## config.mk

```make
export PLATFORM = sky130hd
export DESIGN_NAME = ssc_top
export DESIGN_NICKNAME = d
export VERILOG_FILES = /design/src/verilog/ssc_pkg.sv /design/src/verilog/ssc_ctrl_mem.sv /design/src/verilog/ssc_top.sv
export VERILOG_INCLUDE_DIRS = /design/src /design/src/verilog
export SDC_FILE = /design/constraint.sdc
export NUM_CORES = 1
export LEC_CHECK = 0
export BUFFER_PORTS_ARGS = -buffer_cell sky130_fd_sc_hd__buf_2
export CORE_ASPECT_RATIO = 0.5
export CORE_MARGIN = 5
export CORE_UTILIZATION = 49
export DETAILED_ROUTE_END_ITERATION = 8
export PLACE_DENSITY = 0.69
export SLEW_MARGIN = 20
export SYNTH_ARGS = -nofsm -noshare
export SYNTH_HDL_FRONTEND = slang
export SYNTH_SLANG_ARGS = --single-unit
```

## constraint.sdc

```tcl
create_clock -name clk_i -period 22.5 [get_ports clk_i]
set_input_delay 3.375 -clock clk_i [delete_from_list [all_inputs] [get_ports clk_i]]
set_output_delay 3.375 -clock clk_i [all_outputs]
set_load 0.03 [all_outputs]
```

## src/verilog/ssc_defines.svh

```systemverilog
// ssc_defines.svh: offsets, field positions, reset values and counts of
// the synthesizer serial control block.
// assumes: included by bare name from every file that needs a figure.
`ifndef SSC_DEFINES_SVH
`define SSC_DEFINES_SVH

// word and select codes, binary order
`define SSC_WORD_W        24
`define SSC_SEL_MSB       2
`define SSC_SEL_FREQ      3'h0
`define SSC_SEL_MODREF    3'h1
`define SSC_SEL_PHASE     3'h2
`define SSC_SEL_FUNC      3'h3
`define SSC_SEL_PUMP      3'h4
`define SSC_SEL_PWRDN     3'h5
`define SSC_SEL_MONMUX    3'h6
`define SSC_SEL_TEST      3'h7

// frequency word fields
`define SSC_INT_MSB       22
`define SSC_INT_LSB       15
`define SSC_NUM_MSB       14
`define SSC_NUM_LSB       3

// modulus/reference word fields
`define SSC_BOOST_BIT     23
`define SSC_HALF_BIT      22
`define SSC_PRESC_BIT     20
`define SSC_DBL_BIT       19
`define SSC_RCNT_MSB      18
`define SSC_RCNT_LSB      15
`define SSC_DEN_MSB       14
`define SSC_DEN_LSB       3

// phase word, pump word and monitor word fields
`define SSC_PHASE_MSB     14
`define SSC_PHASE_LSB     3
`define SSC_TMR_MSB       14
`define SSC_TMR_LSB       6
`define SSC_TSEL_MSB      5
`define SSC_TSEL_LSB      4
`define SSC_TSEL_PUMP     2'h0
`define SSC_TSEL_SW12     2'h1
`define SSC_TSEL_SW3      2'h2
`define SSC_MON_MSB       6
`define SSC_MON_LSB       3

// monitor source codes
`define SSC_MON_LOW       4'h0
`define SSC_MON_HIGH      4'h1
`define SSC_MON_FASTLOCK  4'h2
`define SSC_MON_LOCK      4'h6

// reset values
`define SSC_RST_WORD      24'h000000
`define SSC_RST_TMR       9'h000
`define SSC_RST_MON       4'h0

// timing counts
`define SSC_TMR_DIV_LAST  2'h3
`define SSC_CELL_STEPS    3'h6
`define SSC_CELLS_ALL     7'h40
`define SSC_LOCK_LAST     6'h27
`define SSC_LOCK_ERR_NS   8'h0f
`define SSC_UNLOCK_ERR_NS 8'h1e

`endif

```

## src/verilog/ssc_pkg.sv

```systemverilog
// ssc_pkg.sv: types of the synthesizer serial control block.
// assumes: constants live in ssc_defines.svh.
`default_nettype none
package ssc_pkg;
    // fast-lock sequencer states
    typedef enum logic [1:0] {
        SSC_FL_NARROW,
        SSC_FL_WIDE,
        SSC_FL_RAMP
    } ssc_fl_state_t;

    typedef logic [23:0] ssc_word_t;
endpackage : ssc_pkg
`default_nettype wire

```

## src/verilog/ssc_ctrl_mem.sv

```systemverilog
// ssc_ctrl_mem.sv: eight raw control words as written over the serial port.
// assumes: one write port and one read port, both on clk_i.
`timescale 1ns/100ps
`default_nettype none
module ssc_ctrl_mem #(
    parameter int WIDTH = 24,
    parameter int DEPTH = 8,
    parameter int AW    = 3
) (
    input  wire logic             clk_i,
    input  wire logic             rst_i,
    input  wire logic             we_i,
    input  wire logic [AW-1:0]    waddr_i,
    input  wire logic [WIDTH-1:0] wdata_i,
    input  wire logic [AW-1:0]    raddr_i,
    output logic      [WIDTH-1:0] rdata_o
);
    logic [WIDTH-1:0] mem [DEPTH];

    // array itself has no reset, the device has no documented one
    always_ff @(posedge clk_i) begin
        if (we_i) begin
            mem[waddr_i] <= wdata_i;
        end
    end

    // registered read data
    always_ff @(posedge clk_i or posedge rst_i) begin
        if (rst_i) begin
            rdata_o <= '0;
        end else begin
            rdata_o <= mem[raddr_i];
        end
    end
endmodule : ssc_ctrl_mem
`default_nettype wire

```

## src/verilog/ssc_top.sv

```systemverilog
// ssc_top.sv: serial port, control word decode, fast-lock timers and lock
// detect of a fractional-N synthesizer.
// assumes: serial pins and the phase detector reference are asynchronous
// pins; pfd_err_ns_i is a same-clock error measurement valid at each
// phase detector rising edge.
`timescale 1ns/100ps
`default_nettype none
`include "ssc_defines.svh"

module ssc_top #(
    parameter int LOCK_CYCLES = 40
) (
    input  wire logic        clk_i,
    input  wire logic        rst_i,
    input  wire logic        serial_clk_i,
    input  wire logic        serial_data_i,
    input  wire logic        load_strobe_i,
    input  wire logic        phase_detector_ref_i,
    input  wire logic [7:0]  pfd_err_ns_i,
    input  wire logic [2:0]  ctrl_rd_addr_i,
    output logic      [23:0] ctrl_rd_data_o,
    output logic      [7:0]  int_value_o,
    output logic      [11:0] numerator_word_o,
    output logic      [11:0] denominator_word_o,
    output logic      [3:0]  ref_count_o,
    output logic             ref_double_o,
    output logic             ref_half_o,
    output logic             prescaler_o,
    output logic             pump_boost_o,
    output logic      [11:0] phase_seed_o,
    output logic      [6:0]  pump_cells_o,
    output logic             filter_switch_one_o,
    output logic             filter_switch_two_o,
    output logic             filter_switch_three_o,
    output logic             fast_lock_o,
    output logic             monitor_output_o
);
    // pin synchronisers, first stage read only by the second
    logic [1:0] sclk_sync, sdat_sync, load_sync, pfd_sync;
    logic       sclk_d, load_d, pfd_d;
    always_ff @(posedge clk_i or posedge rst_i) begin
        if (rst_i) begin
            sclk_sync <= 2'h0;
            sdat_sync <= 2'h0;
            load_sync <= 2'h0;
            pfd_sync  <= 2'h0;
            sclk_d    <= 1'b0;
            load_d    <= 1'b0;
            pfd_d     <= 1'b0;
        end else begin
            sclk_sync <= {sclk_sync[0], serial_clk_i};
            sdat_sync <= {sdat_sync[0], serial_data_i};
            load_sync <= {load_sync[0], load_strobe_i};
            pfd_sync  <= {pfd_sync[0], phase_detector_ref_i};
            sclk_d    <= sclk_sync[1];
            load_d    <= load_sync[1];
            pfd_d     <= pfd_sync[1];
        end
    end

    logic sclk_rise, load_rise, pfd_rise;
    assign sclk_rise = sclk_sync[1] & ~sclk_d;
    assign load_rise = load_sync[1] & ~load_d;
    assign pfd_rise  = pfd_sync[1] & ~pfd_d;

    // input shift register, newest bit at the bottom so the first bit
    // shifted in ends up as the MSB
    ssc_pkg::ssc_word_t shift;
    always_ff @(posedge clk_i or posedge rst_i) begin
        if (rst_i) begin
            shift <= `SSC_RST_WORD;
        end else if (sclk_rise) begin
            shift <= {shift[22:0], sdat_sync[1]};
        end
    end

    logic [2:0] sel;
    logic       we;
    assign sel = shift[`SSC_SEL_MSB:0];
    assign we  = load_rise;

    // raw words kept for readback
    ssc_ctrl_mem #(
        .WIDTH (24),
        .DEPTH (8),
        .AW    (3)
    ) u_mem (
        .clk_i   (clk_i),
        .rst_i   (rst_i),
        .we_i    (we),
        .waddr_i (sel),
        .wdata_i (shift),
        .raddr_i (ctrl_rd_addr_i),
        .rdata_o (ctrl_rd_data_o)
    );

    // staged words; only a load strobe edge moves anything
    ssc_pkg::ssc_word_t freq_hold, modref_shadow;
    logic [11:0] phase_shadow;
    logic [8:0]  tmr_pump, tmr_sw12, tmr_sw3;
    logic [3:0]  mon_sel;
    logic        freq_pend;
    always_ff @(posedge clk_i or posedge rst_i) begin
        if (rst_i) begin
            freq_hold     <= `SSC_RST_WORD;
            modref_shadow <= `SSC_RST_WORD;
            phase_shadow  <= 12'h000;
            tmr_pump      <= `SSC_RST_TMR;
            tmr_sw12      <= `SSC_RST_TMR;
            tmr_sw3       <= `SSC_RST_TMR;
            mon_sel       <= `SSC_RST_MON;
        end else if (we) begin
            unique case (sel)
                `SSC_SEL_FREQ:   freq_hold <= shift;
                `SSC_SEL_MODREF: modref_shadow <= shift;
                `SSC_SEL_PHASE:  phase_shadow <= shift[`SSC_PHASE_MSB:`SSC_PHASE_LSB];
                `SSC_SEL_PUMP: begin
                    // timer select steers the 9-bit value to one counter, or to none for select code 3
                    if (shift[`SSC_TSEL_MSB:`SSC_TSEL_LSB] == `SSC_TSEL_PUMP)
                        tmr_pump <= shift[`SSC_TMR_MSB:`SSC_TMR_LSB];
                    if (shift[`SSC_TSEL_MSB:`SSC_TSEL_LSB] == `SSC_TSEL_SW12)
                        tmr_sw12 <= shift[`SSC_TMR_MSB:`SSC_TMR_LSB];
                    if (shift[`SSC_TSEL_MSB:`SSC_TSEL_LSB] == `SSC_TSEL_SW3)
                        tmr_sw3 <= shift[`SSC_TMR_MSB:`SSC_TMR_LSB];
                end
                `SSC_SEL_MONMUX: mon_sel <= shift[`SSC_MON_MSB:`SSC_MON_LSB];
                `SSC_SEL_FUNC, `SSC_SEL_PWRDN, `SSC_SEL_TEST: begin
                end
            endcase
        end
    end

    // frequency write waits for the next reference edge; a second write
    // before that edge simply replaces the first
    logic apply;
    assign apply = freq_pend & pfd_rise;
    always_ff @(posedge clk_i or posedge rst_i) begin
        if (rst_i) begin
            freq_pend <= 1'b0;
        end else if (we && sel == `SSC_SEL_FREQ) begin
            freq_pend <= 1'b1;
        end else if (pfd_rise) begin
            freq_pend <= 1'b0;
        end
    end

    // divider and double-buffered settings take effect together
    always_ff @(posedge clk_i or posedge rst_i) begin
        if (rst_i) begin
            int_value_o        <= 8'h00;
            numerator_word_o   <= 12'h000;
            denominator_word_o <= 12'h000;
            ref_count_o        <= 4'h0;
            ref_double_o       <= 1'b0;
            ref_half_o         <= 1'b0;
            prescaler_o        <= 1'b0;
            pump_boost_o       <= 1'b0;
            phase_seed_o       <= 12'h000;
        end else if (apply) begin
            int_value_o        <= freq_hold[`SSC_INT_MSB:`SSC_INT_LSB];
            numerator_word_o   <= freq_hold[`SSC_NUM_MSB:`SSC_NUM_LSB];
            denominator_word_o <= modref_shadow[`SSC_DEN_MSB:`SSC_DEN_LSB];
            ref_count_o        <= modref_shadow[`SSC_RCNT_MSB:`SSC_RCNT_LSB];
            ref_double_o       <= modref_shadow[`SSC_DBL_BIT];
            ref_half_o         <= modref_shadow[`SSC_HALF_BIT];
            prescaler_o        <= modref_shadow[`SSC_PRESC_BIT];
            pump_boost_o       <= modref_shadow[`SSC_BOOST_BIT];
            phase_seed_o       <= phase_shadow;
        end
    end

    // timer clock: every fourth reference edge
    logic [1:0] tdiv;
    logic       tick;
    assign tick = pfd_rise && tdiv == `SSC_TMR_DIV_LAST;
    always_ff @(posedge clk_i or posedge rst_i) begin
        if (rst_i) begin
            tdiv <= 2'h0;
        end else if (pfd_rise) begin
            tdiv <= tdiv + 2'h1;
        end
    end

    // counts a timeout down to zero and holds there
    function automatic logic [8:0] ssc_count_down(input logic [8:0] c);
        ssc_count_down = (c == 9'h000) ? 9'h000 : c - 9'h001;
    endfunction : ssc_count_down

    ssc_pkg::ssc_fl_state_t fl_state;
    logic [8:0] cnt_pump, cnt_sw12, cnt_sw3;
    logic [2:0] step;
    always_ff @(posedge clk_i or posedge rst_i) begin
        if (rst_i) begin
            fl_state <= ssc_pkg::SSC_FL_NARROW;
            cnt_pump <= 9'h000;
            cnt_sw12 <= 9'h000;
            cnt_sw3  <= 9'h000;
            step     <= `SSC_CELL_STEPS;
        end else if (apply) begin
            fl_state <= ssc_pkg::SSC_FL_WIDE;
            cnt_pump <= tmr_pump;
            cnt_sw12 <= tmr_sw12;
            cnt_sw3  <= tmr_sw3;
            step     <= 3'h0;
        end else if (tick) begin
            cnt_sw12 <= ssc_count_down(cnt_sw12);
            cnt_sw3  <= ssc_count_down(cnt_sw3);
            unique case (fl_state)
                ssc_pkg::SSC_FL_WIDE: begin
                    cnt_pump <= ssc_count_down(cnt_pump);
                    if (cnt_pump == 9'h000)
                        fl_state <= ssc_pkg::SSC_FL_RAMP;
                end
                ssc_pkg::SSC_FL_RAMP: begin
                    step <= step + 3'h1;
                    if (step == `SSC_CELL_STEPS - 3'h1)
                        fl_state <= ssc_pkg::SSC_FL_NARROW;
                end
                ssc_pkg::SSC_FL_NARROW: begin
                end
            endcase
        end
    end

    // switch state follows the counters directly; a switch timer shorter
    // than the ramp opens early, which the host must avoid
    always_ff @(posedge clk_i or posedge rst_i) begin
        if (rst_i) begin
            pump_cells_o          <= 7'h01;
            filter_switch_one_o   <= 1'b0;
            filter_switch_two_o   <= 1'b0;
            filter_switch_three_o <= 1'b0;
            fast_lock_o           <= 1'b0;
        end else begin
            pump_cells_o          <= `SSC_CELLS_ALL >> step;
            filter_switch_one_o   <= cnt_sw12 != 9'h000;
            filter_switch_two_o   <= cnt_sw12 != 9'h000;
            filter_switch_three_o <= cnt_sw3 != 9'h000;
            fast_lock_o           <= fl_state != ssc_pkg::SSC_FL_NARROW;
        end
    end

    // lock detect, evaluated once per reference cycle
    logic [5:0] good_cnt;
    logic       locked;
    always_ff @(posedge clk_i or posedge rst_i) begin
        if (rst_i) begin
            good_cnt <= 6'h00;
            locked   <= 1'b0;
        end else if (apply || (pfd_rise && pfd_err_ns_i > `SSC_UNLOCK_ERR_NS)) begin
            good_cnt <= 6'h00;
            locked   <= 1'b0;
        end else if (pfd_rise) begin
            if (pfd_err_ns_i < `SSC_LOCK_ERR_NS) begin
                if (good_cnt != 6'(LOCK_CYCLES - 1))
                    good_cnt <= good_cnt + 6'h01;
                else
                    locked <= 1'b1;
            end else begin
                good_cnt <= 6'h00;
            end
        end
    end

    // monitor output mux
    always_ff @(posedge clk_i or posedge rst_i) begin
        if (rst_i) begin
            monitor_output_o <= 1'b0;
        end else begin
            unique case (mon_sel)
                `SSC_MON_HIGH:     monitor_output_o <= 1'b1;
                `SSC_MON_FASTLOCK: monitor_output_o <= fast_lock_o;
                `SSC_MON_LOCK:     monitor_output_o <= locked;
                default:           monitor_output_o <= 1'b0;
            endcase
        end
    end
endmodule : ssc_top
`default_nettype wire

```

* Word level (Yosys, flattened, before mapping) *
Memories as Yosys holds them, arrays and structs flattened. A register that Yosys moved wholly into a read port is not among the register bits.
Cells that the tools add are included.

storage, ports and cells
  word-level logic and storage cells = 135
  flip-flop bits (word level) = 230
  memory bits (writable) = 192
  memories kept = 1
  input bits = 17

operators by class
  multiplexer cells = 31
  bitwise gates (word level) = 7
  equality and inequality tests = 18
  reductions and logical operators = 31
  shift operators = 1
  $lt $le $gt $ge = 2
  $add $sub $neg = 6

memories
  name       depth  width  rd ports  clocked after memory_dff  write ports  line                text
  u_mem.mem  8      24     1         1                         1            ssc_ctrl_mem.sv:18  logic [WIDTH-1:0] mem [DEPTH];

operators by type and width
  operator                                                                         count
  9-bit two-way mux                                                                10
  9-bit logical NOT                                                                3
  9-bit by 1-bit subtractor with 9-bit output, second input constant               3
  6-bit two-way mux                                                                4
  9-bit nonzero test                                                               2
  2-bit AND reduction                                                              7
  2-bit nonzero test                                                               7
  3-bit AND reduction                                                              4
  3-bit equality test, second input constant                                       3
  3-bit two-way mux                                                                3
  8-bit by 5-bit greater-than comparator with 1-bit output, second input constant  1
  8-bit by 4-bit less-than comparator with 1-bit output, second input constant     1
  1-bit two-way mux                                                                8
  2-bit two-way mux                                                                4
  7-bit by 3-bit right shift with 7-bit output, first input constant               1
  6-bit by 1-bit adder with 6-bit output, second input constant                    1
  2-bit equality test, second input constant                                       3
  3-bit inequality test, second input constant                                     2
  6-bit inequality test, second input constant                                     1
  1-bit AND                                                                        4
  2-bit by 1-bit equality test with 1-bit output, second input constant            2
  4-bit by 1-bit equality test with 1-bit output, second input constant            1
  4-bit by 2-bit equality test with 1-bit output, second input constant            1
  4-bit by 3-bit equality test with 1-bit output, second input constant            1
  15 further kinds                                                                 19

* Longest topological paths before layout *
Gate-level depths: netlist of run 1.

  depth in word-level cells = 6
  depth in mapped cells = 6
  mapped depth without buffers = 6

* Modules after synthesis *
Synthesis of run 1 repeated with hierarchy kept, for this count alone.

second synthesis, totals
  cell total of the unflattened synthesis = 1091
  area, all modules = 16961.3 µm²

modules (own cells, without submodules)
  module        instances  area an instance (µm²)  cells each
  ssc_top       1          9038.7                  776
  ssc_ctrl_mem  1          7922.6                  315

* Worst setup path after synthesis of run 1 *
No wires, ideal clock.

  path type = input-to-reg
  start = in ctrl_rd_addr_i[0]
  end = reg u_mem.rdata_o[10], read port of u_mem.mem
  data arrival time = 4733 ps
  buffers on the path = 2
  stages on the path = 4
  data required time = 22375 ps
  slack = 17643 ps
  library setup time = 125 ps
  cell sequence = buf_2 buf_2 mux4_2 mux2_2

RTL lines
  item                line                text
  start: declaration  ssc_top.sv:20       input wire logic [2:0] ctrl_rd_addr_i,
  end: declaration    ssc_ctrl_mem.sv:16  output logic [WIDTH-1:0] rdata_o

==> flow_metrics.tcl, run 1 <==
set metrics [dict create \
    outcome "finished clean" \
    hpwl_mm 20.6 \
    h-tree-depth 2 \
    io_pins 105 \
    post-cts-setup-buffers 0 \
    core_area_mm2 0.0344 \
    crit-reg2reg-launch "shift[2]" \
    crit_type "in2reg" \
    clock_latency_ns 0.54 \
    finalSetupTns_ns 0 \
    skew_ns 0.0199 \
    fin_cells 1699 \
    crit_buf_inv 2 \
    synth_xor_area_share_pct 0.0515 \
    p_leak_nw 8.24 \
    synth_async_sr_flop_share_pct 56.3 \
    vias 9385 \
    drv_cap 0 \
    hp-class "reg2reg" \
    postSynthAreaPerCell_um2 15.6 \
    crit_path_end_kind "register" \
    drc 0 \
    final.min_clock_period_ns 4.66 \
    ff_latch_area_mm2 0.0120 \
    synth_cell_types 63 \
    required_ns 22.92 \
    cts-root-buf "clkbuf_16" \
    drv_slew 0 \
    crit_family "multiplexers" \
    synth-seq-cells 439 \
    startpoint "ctrl_rd_addr_i[0]" \
    dr.pass1.iters 6 \
    holdCritStartpoint "pfd_sync[0]" \
    antenna_found_initial 0 \
    setup_viol 0 \
    num_antenna_cells 0 \
    layout_commonest_cell "dfrtp_1" \
    cts_tree "yes" \
    fin_hold_ws_ns 0.350 \
    drive_above_1_share_pct 30.2 \
    die_w_um 273 \
    syn_to_final_growth_pct 13.2 \
    synthesis.area_mm2 0.0170 \
    clock_sinks 439 \
    slowest_delay_ns 0.72 \
    final_nets 1225 \
    multi_input_area_mm2 0.00475 \
    clockBufferDepth 3 \
    hold_buffers 0 \
    dp_slack_ns 17.23 \
    setup_ws_ns 17.84 \
    peakVddDrop_mv 0.0502 \
    finalPower_mw 2.07 \
    synth_edf_count 192 \
    synth_top_family_by_area "multiplexers" \
    place_inst 1632 \
    start_util_pct 49.5 \
    rows 48 \
    synth-compound-area-share_pct 3.25 \
    reg2reg_setup_slack_ns 19.67 \
    synthAdderAreaFrac_pct 0.736 \
    worstHoldPathCells 0 \
    finalCritPeriodShare_pct 20.7 \
    synthesis.nets 1115 \
    fmax_ghz 0.215 \
    synth_warnings 0 \
    crit_fanout 48 \
    tightest_slew_ns 0.989 \
    hold_violations 0 \
    wl_per_cell_um 20.6 \
    grt_pass1_wl_mm 55.9 \
    overflow 0 \
    n_fill_cell 2701 \
    power.density_mw_per_mm2 108 \
    worst_r2r_path_depth 4 \
    gp_congestion 0.800 \
    port_buffers 104 \
    start_kind "input port" \
    cp_cell_sequence "buf_2 -> buf_4 -> mux4_2 -> mux2_2" \
    grt_usage_pct 18.4 \
    hold_path_end "pfd_sync[1]" \
    totalWireLength_mm 34.9 \
    numCtsBuffers 39 \
    cts-resized-gates 0 \
    ant_nets 0 \
    synthFlopType "dfrtp_1" \
    routed_via_density 5.52 \
    grt_pass1_vias 9853 \
    crit_slowest_cell "buf_4" \
    die-area_mm2 0.0387 \
    chipHeight_um 142 \
    clk_pin_slew_worst_paths_ns 0.06 \
    drt_iter0_drc 854 \
    r2r_end "u_mem.mem[2][12]" \
    max_slew_margin_pct 34.1 \
    synth-simple-area-share_pct 8.25 \
    arrival_ns 5.08 \
    synth-seq-area-share_pct 70.3 \
    rsz0062_at_grt "no" \
    syn-instance-count 1088 \
    final_cell_mix "dfrtp_1 (244), nand2_1 (203), edfxtp_1 (192)" \
    synthMuxAreaShare_pct 15.5 \
    grt_max_degree 98 \
]
-- cell usage after synthesis, types with 5 or more instances --
master    number  area, µm²
mux2_4        19        285
buf_2          7       35.0
a221o_1        6       60.1
edfxtp_1     192       5770
o211ai_1       8       60.1
nor2_1        23       86.3
or3_1          5       31.3
mux4_2        48       1080
o311ai_0       5       43.8
clkbuf_1      28        105
nand3_1       12       60.1
nand2_1      203        762
nor3_1         7       35.0
nor3b_1        6       45.0
o21ai_0       27        135
ha_1          10        125
mux2_2       112       1260
nor4_1         6       37.5
buf_1          7       26.3
a21oi_1       13       65.1
inv_1         18       67.6
dfrtp_1      244       6110
-- registers in the layout (all words and copies together) (netlist names), 12 cells and up --
name,flops
u_mem.rdata_o,24
freq_hold,20
modref_shadow,20
phase_shadow,12
denominator_word_o,12
numerator_word_o,12
shift,24
u_mem.mem,192
phase_seed_o,12
-- cell families (layout without fill, tap and decap cells) --
family          count (synthesis)  after routing
flops                         439            439
xor+xnor                        1              1
compound gates                 84             84
buf+inv                        67            203
mux                           180            180
fa+ha+maj                      10             10
simple gates                  307            307
-- worst max-delay path by stage --
stage                              endpoint  slack, ns  cells after the start
final                      u_mem.rdata_o[4]      17.84                      4
after global placement    u_mem.rdata_o[23]      17.29                      4
after detailed placement   u_mem.rdata_o[0]      17.23                      4
after floorplan                 cnt_pump[0]      12.34                      1
after CTS                  u_mem.rdata_o[4]      17.80                      4
after global routing       u_mem.rdata_o[4]      17.72                      4
-- metrics by stage --
stage	instance area (µm²)	utilization, %
after floorplan	17000	-
after global placement	18000	52.4
after detailed placement	18000	52.4
after CTS	19200	56.0
after global routing	19200	56.0
final	19200	56.0
-- power by group --
group	leakage, nW	switching (mW)	internal (mW)
clock network	0.603	0.283	0.369
registers	5.01	0.134	0.976
logic	2.63	0.177	0.134
-- final cells by class --
type / count / area share [%]
multi-input combinational: 582 / 24.7
tap: 475 / 3.09
clock inverter: 15 / 0.910
sequential: 439 / 62.1
inverter: 18 / 0.390
timing repair buffer: 118 / 3.28
clock buffer: 52 / 5.53
-- per-layer routing --
metal	routed length (µm)	GRT usage (%)	share of wire (%)
met5	0	0	0
met3	1670	3.41	4.8
met4	408	3.39	1.2
met2	17300	30.7	49
met1	15600	25.9	45
Power figures use the tool's default switching activity.
==> inputs of run 2 (changes only) <==
--- a/config.mk
+++ b/config.mk
@@ -6,12 +6,13 @@
 export SDC_FILE = /design/constraint.sdc
 export NUM_CORES = 1
 export LEC_CHECK = 0
+export ABC_AREA = 1
 export BUFFER_PORTS_ARGS = -buffer_cell sky130_fd_sc_hd__buf_2
 export CORE_ASPECT_RATIO = 0.5
 export CORE_MARGIN = 5
 export CORE_UTILIZATION = 49
 export DETAILED_ROUTE_END_ITERATION = 8
-export PLACE_DENSITY = 0.69
+export PLACE_DENSITY = 0.68
 export SLEW_MARGIN = 20
 export SYNTH_ARGS = -nofsm -noshare
 export SYNTH_HDL_FRONTEND = slang
==> constraint.sdc (replaced) <==
create_clock -name clk_i -period 4.7 [get_ports clk_i]
set_input_delay 0.705 -clock clk_i [delete_from_list [all_inputs] [get_ports clk_i]]
set_output_delay 0.705 -clock clk_i [all_outputs]
set_load 0.03 [all_outputs]
==> run 2 against run 1 <==
Compared with the run above: flip-flop and latch count is the same; die area is 1.0% higher; routed wire length rose by 4.5%; worst setup slack worse by 16 ns; first-iteration DRC count grew 8.1%; synthesized area rose by 1.1%; sequential share of layout area is 0.60 points lower; largest power group unchanged; final area increased by 0.97%; clock power grew to 4.8 times the previous value; synthesized cell count rose by 44%.
==> flow_metrics.tcl, run 2 <==
set metrics [dict create \
    outcome "finished clean" \
    synthesis.area_mm2 0.0172 \
    postSynthAreaPerCell_um2 10.9 \
    ant_nets 0 \
    max_flop_register "u_mem.mem" \
    crit_type "reg2reg" \
    synth_top_family_by_area "simple AND/OR/NAND/NOR gates" \
    grt_max_degree 127 \
    final.min_clock_period_ns 2.75 \
    placed_cell_area_mm2 0.0182 \
    drt_iter0_drc 923 \
    syn_to_final_growth_pct 13.1 \
    antenna_found_initial 0 \
    synthMuxAreaShare_pct 0 \
    io_pins 105 \
    grt_usage_pct 19.2 \
    dr.pass1.iters 5 \
    drive_above_1_share_pct 12.7 \
    num_antenna_cells 0 \
    finalSetupTns_ns 0 \
    worst_r2r_path_depth 8 \
    post-cts-setup-buffers 0 \
    fmax_ghz 0.364 \
    overflow 0 \
    finalPower_mw 9.62 \
    synth_area_leader_cell "dfrtp_1" \
    h-tree-depth 2 \
    die-area_mm2 0.0391 \
    yosys.area.top_type_share_pct 35.5 \
    fin_cells 2164 \
    synth_async_sr_flop_share_pct 56.3 \
    rows 48 \
    hp-class "in2reg" \
    port_buffers 104 \
    crit_fanout 35 \
    hold_violations 0 \
    synth_most_common_cell "nand2_1" \
    final_nets 1687 \
    routed_via_density 5.17 \
    gp_congestion 0.805 \
    grt_pass1_vias 10900 \
    chipHeight_um 142 \
    power.density_mw_per_mm2 495 \
    tightest_slew_ns 1.08 \
    fin_util_pct 56.3 \
    drc 0 \
    cts-root-buf "clkbuf_16" \
    synth_warnings 0 \
    numCtsBuffers 40 \
    hold_buffers 0 \
    synth_xor_area_share_pct 0.561 \
    largest_reg_flops 192 \
    totalWireLength_mm 36.5 \
    syn-instance-count 1571 \
    start_util_pct 49.8 \
    final_design_area_no_fill_mm2 0.0194 \
    synth_edf_count 192 \
    skew_ns 0.0141 \
    n_fill_cell 2866 \
    synthFlopType "dfrtp_1" \
    synth-compound-area-share_pct 9.82 \
    start_kind "register" \
    crit_path_end_kind "register" \
    max_slew_margin_pct 27.5 \
    cts_tree "yes" \
    die_w_um 275 \
    synth_cell_types 40 \
    ff_latch_area_mm2 0.0120 \
    arrival_ns 3.16 \
    cts-resized-gates 0 \
    clock_latency_ns 0.53 \
    synth-seq-cells 439 \
    synth-seq-area-share_pct 69.5 \
    drv_slew 0 \
    rsz0062_at_grt "no" \
    p_leak_nw 8.38 \
    finalCritPeriodShare_pct 58.5 \
    synth_area_leaders "dfrtp_1 (36%), edfxtp_1 (34%), nand2_1 (7.9%), o21ai_0 (4.7%), nor2_1 (4.3%)" \
    reg.largest.list "u_mem.mem x192, shift x24, u_mem.rdata_o x24" \
    setup_viol 0 \
    multi_input_area_mm2 0.00447 \
    peakVddDrop_mv 0.233 \
    clock_sinks 439 \
    synth-simple-area-share_pct 14.6 \
    wl_per_cell_um 16.9 \
    drv_cap 0 \
    worstHoldPathCells 1 \
    vias 11200 \
    layout_commonest_cell "nand2_1" \
    final_cell_mix "nand2_1 (361), dfrtp_1 (244), nor2_1 (195)" \
    required_ns 5.11 \
    core_area_mm2 0.0345 \
    synthesis.nets 1598 \
    clk_pin_slew_worst_paths_ns 0.06 \
    place_inst 2093 \
    synthAdderAreaFrac_pct 0.728 \
    clockBufferDepth 3 \
    synth_commonest_cells "nand2_1 (361), dfrtp_1 (244), nor2_1 (195)" \
    hpwl_mm 21.9 \
    grt_pass1_wl_mm 59.6 \
]
==> run 2: per-layer routing <==
layer	track usage [%]	wire, µm	vias to the layer above
li1	-	-	5448
met4	4.56	609	0
met5	0	0	-
met3	3.34	1800	62
met2	31.9	17500	239
met1	26.9	16600	5446
==> run 2: metrics by stage <==
stage                     worst slack, ns  hold WS [ns]
after detailed placement             1.90         0.339
after global routing                 1.59         0.265
after CTS                            1.92         0.260
after floorplan                     0.752         0.331
final                                1.95         0.287
after global placement               1.94         0.333
==> run 2: power by group <==
group          total [mW]  leakage [nW]  switching, mW  internal, mW
clock                3.14         0.619           1.34          1.79
sequential           4.96          4.98          0.379          4.58
combinational        1.52          2.77           1.05         0.475
==> run 2: path summary, 6_finish.rpt <==
check | start | endpoint | slack (ns)
min reg2reg | load_sync[0] | load_sync[1] | 0.35
max | pfd_d | cnt_pump[4] | 1.95
min | serial_clk_i | sclk_sync[0] | 0.29
min in group asynchronous | rst_i | sclk_sync[1] | 0.38
max in group asynchronous | rst_i | numerator_word_o[6] | 3.76
max reg2reg | pfd_d | cnt_pump[4] | 1.95
==> run 2: cell families (layout without fill, tap and decap cells) <==
family / count (synthesis) / in the layout
flops: 439 / 439
xor+xnor: 11 / 11
fa+ha+maj: 10 / 10
compound gates: 286 / 286
buf+inv: 201 / 319
simple gates: 624 / 624
==> run 2: critical path, cell delays in order, from the launching register on <==
cell     delay, ns
dfrtp_1       0.37
nor2_2        0.44
nand2_4       0.34
nand2_2       0.55
nand2_1       0.45
inv_1         0.23
o21ai_0       0.12
nand2_1       0.08
nand3_1       0.06
==> run 2: area by class of cell <==
type	count	share of cell area [%]
clock inverters	20	0.850
flip-flops and latches	439	61.5
multi-input cells	931	23.0
inverters	125	2.43
repair buffers	123	3.61
clock buffers	51	5.58
well taps	475	3.06
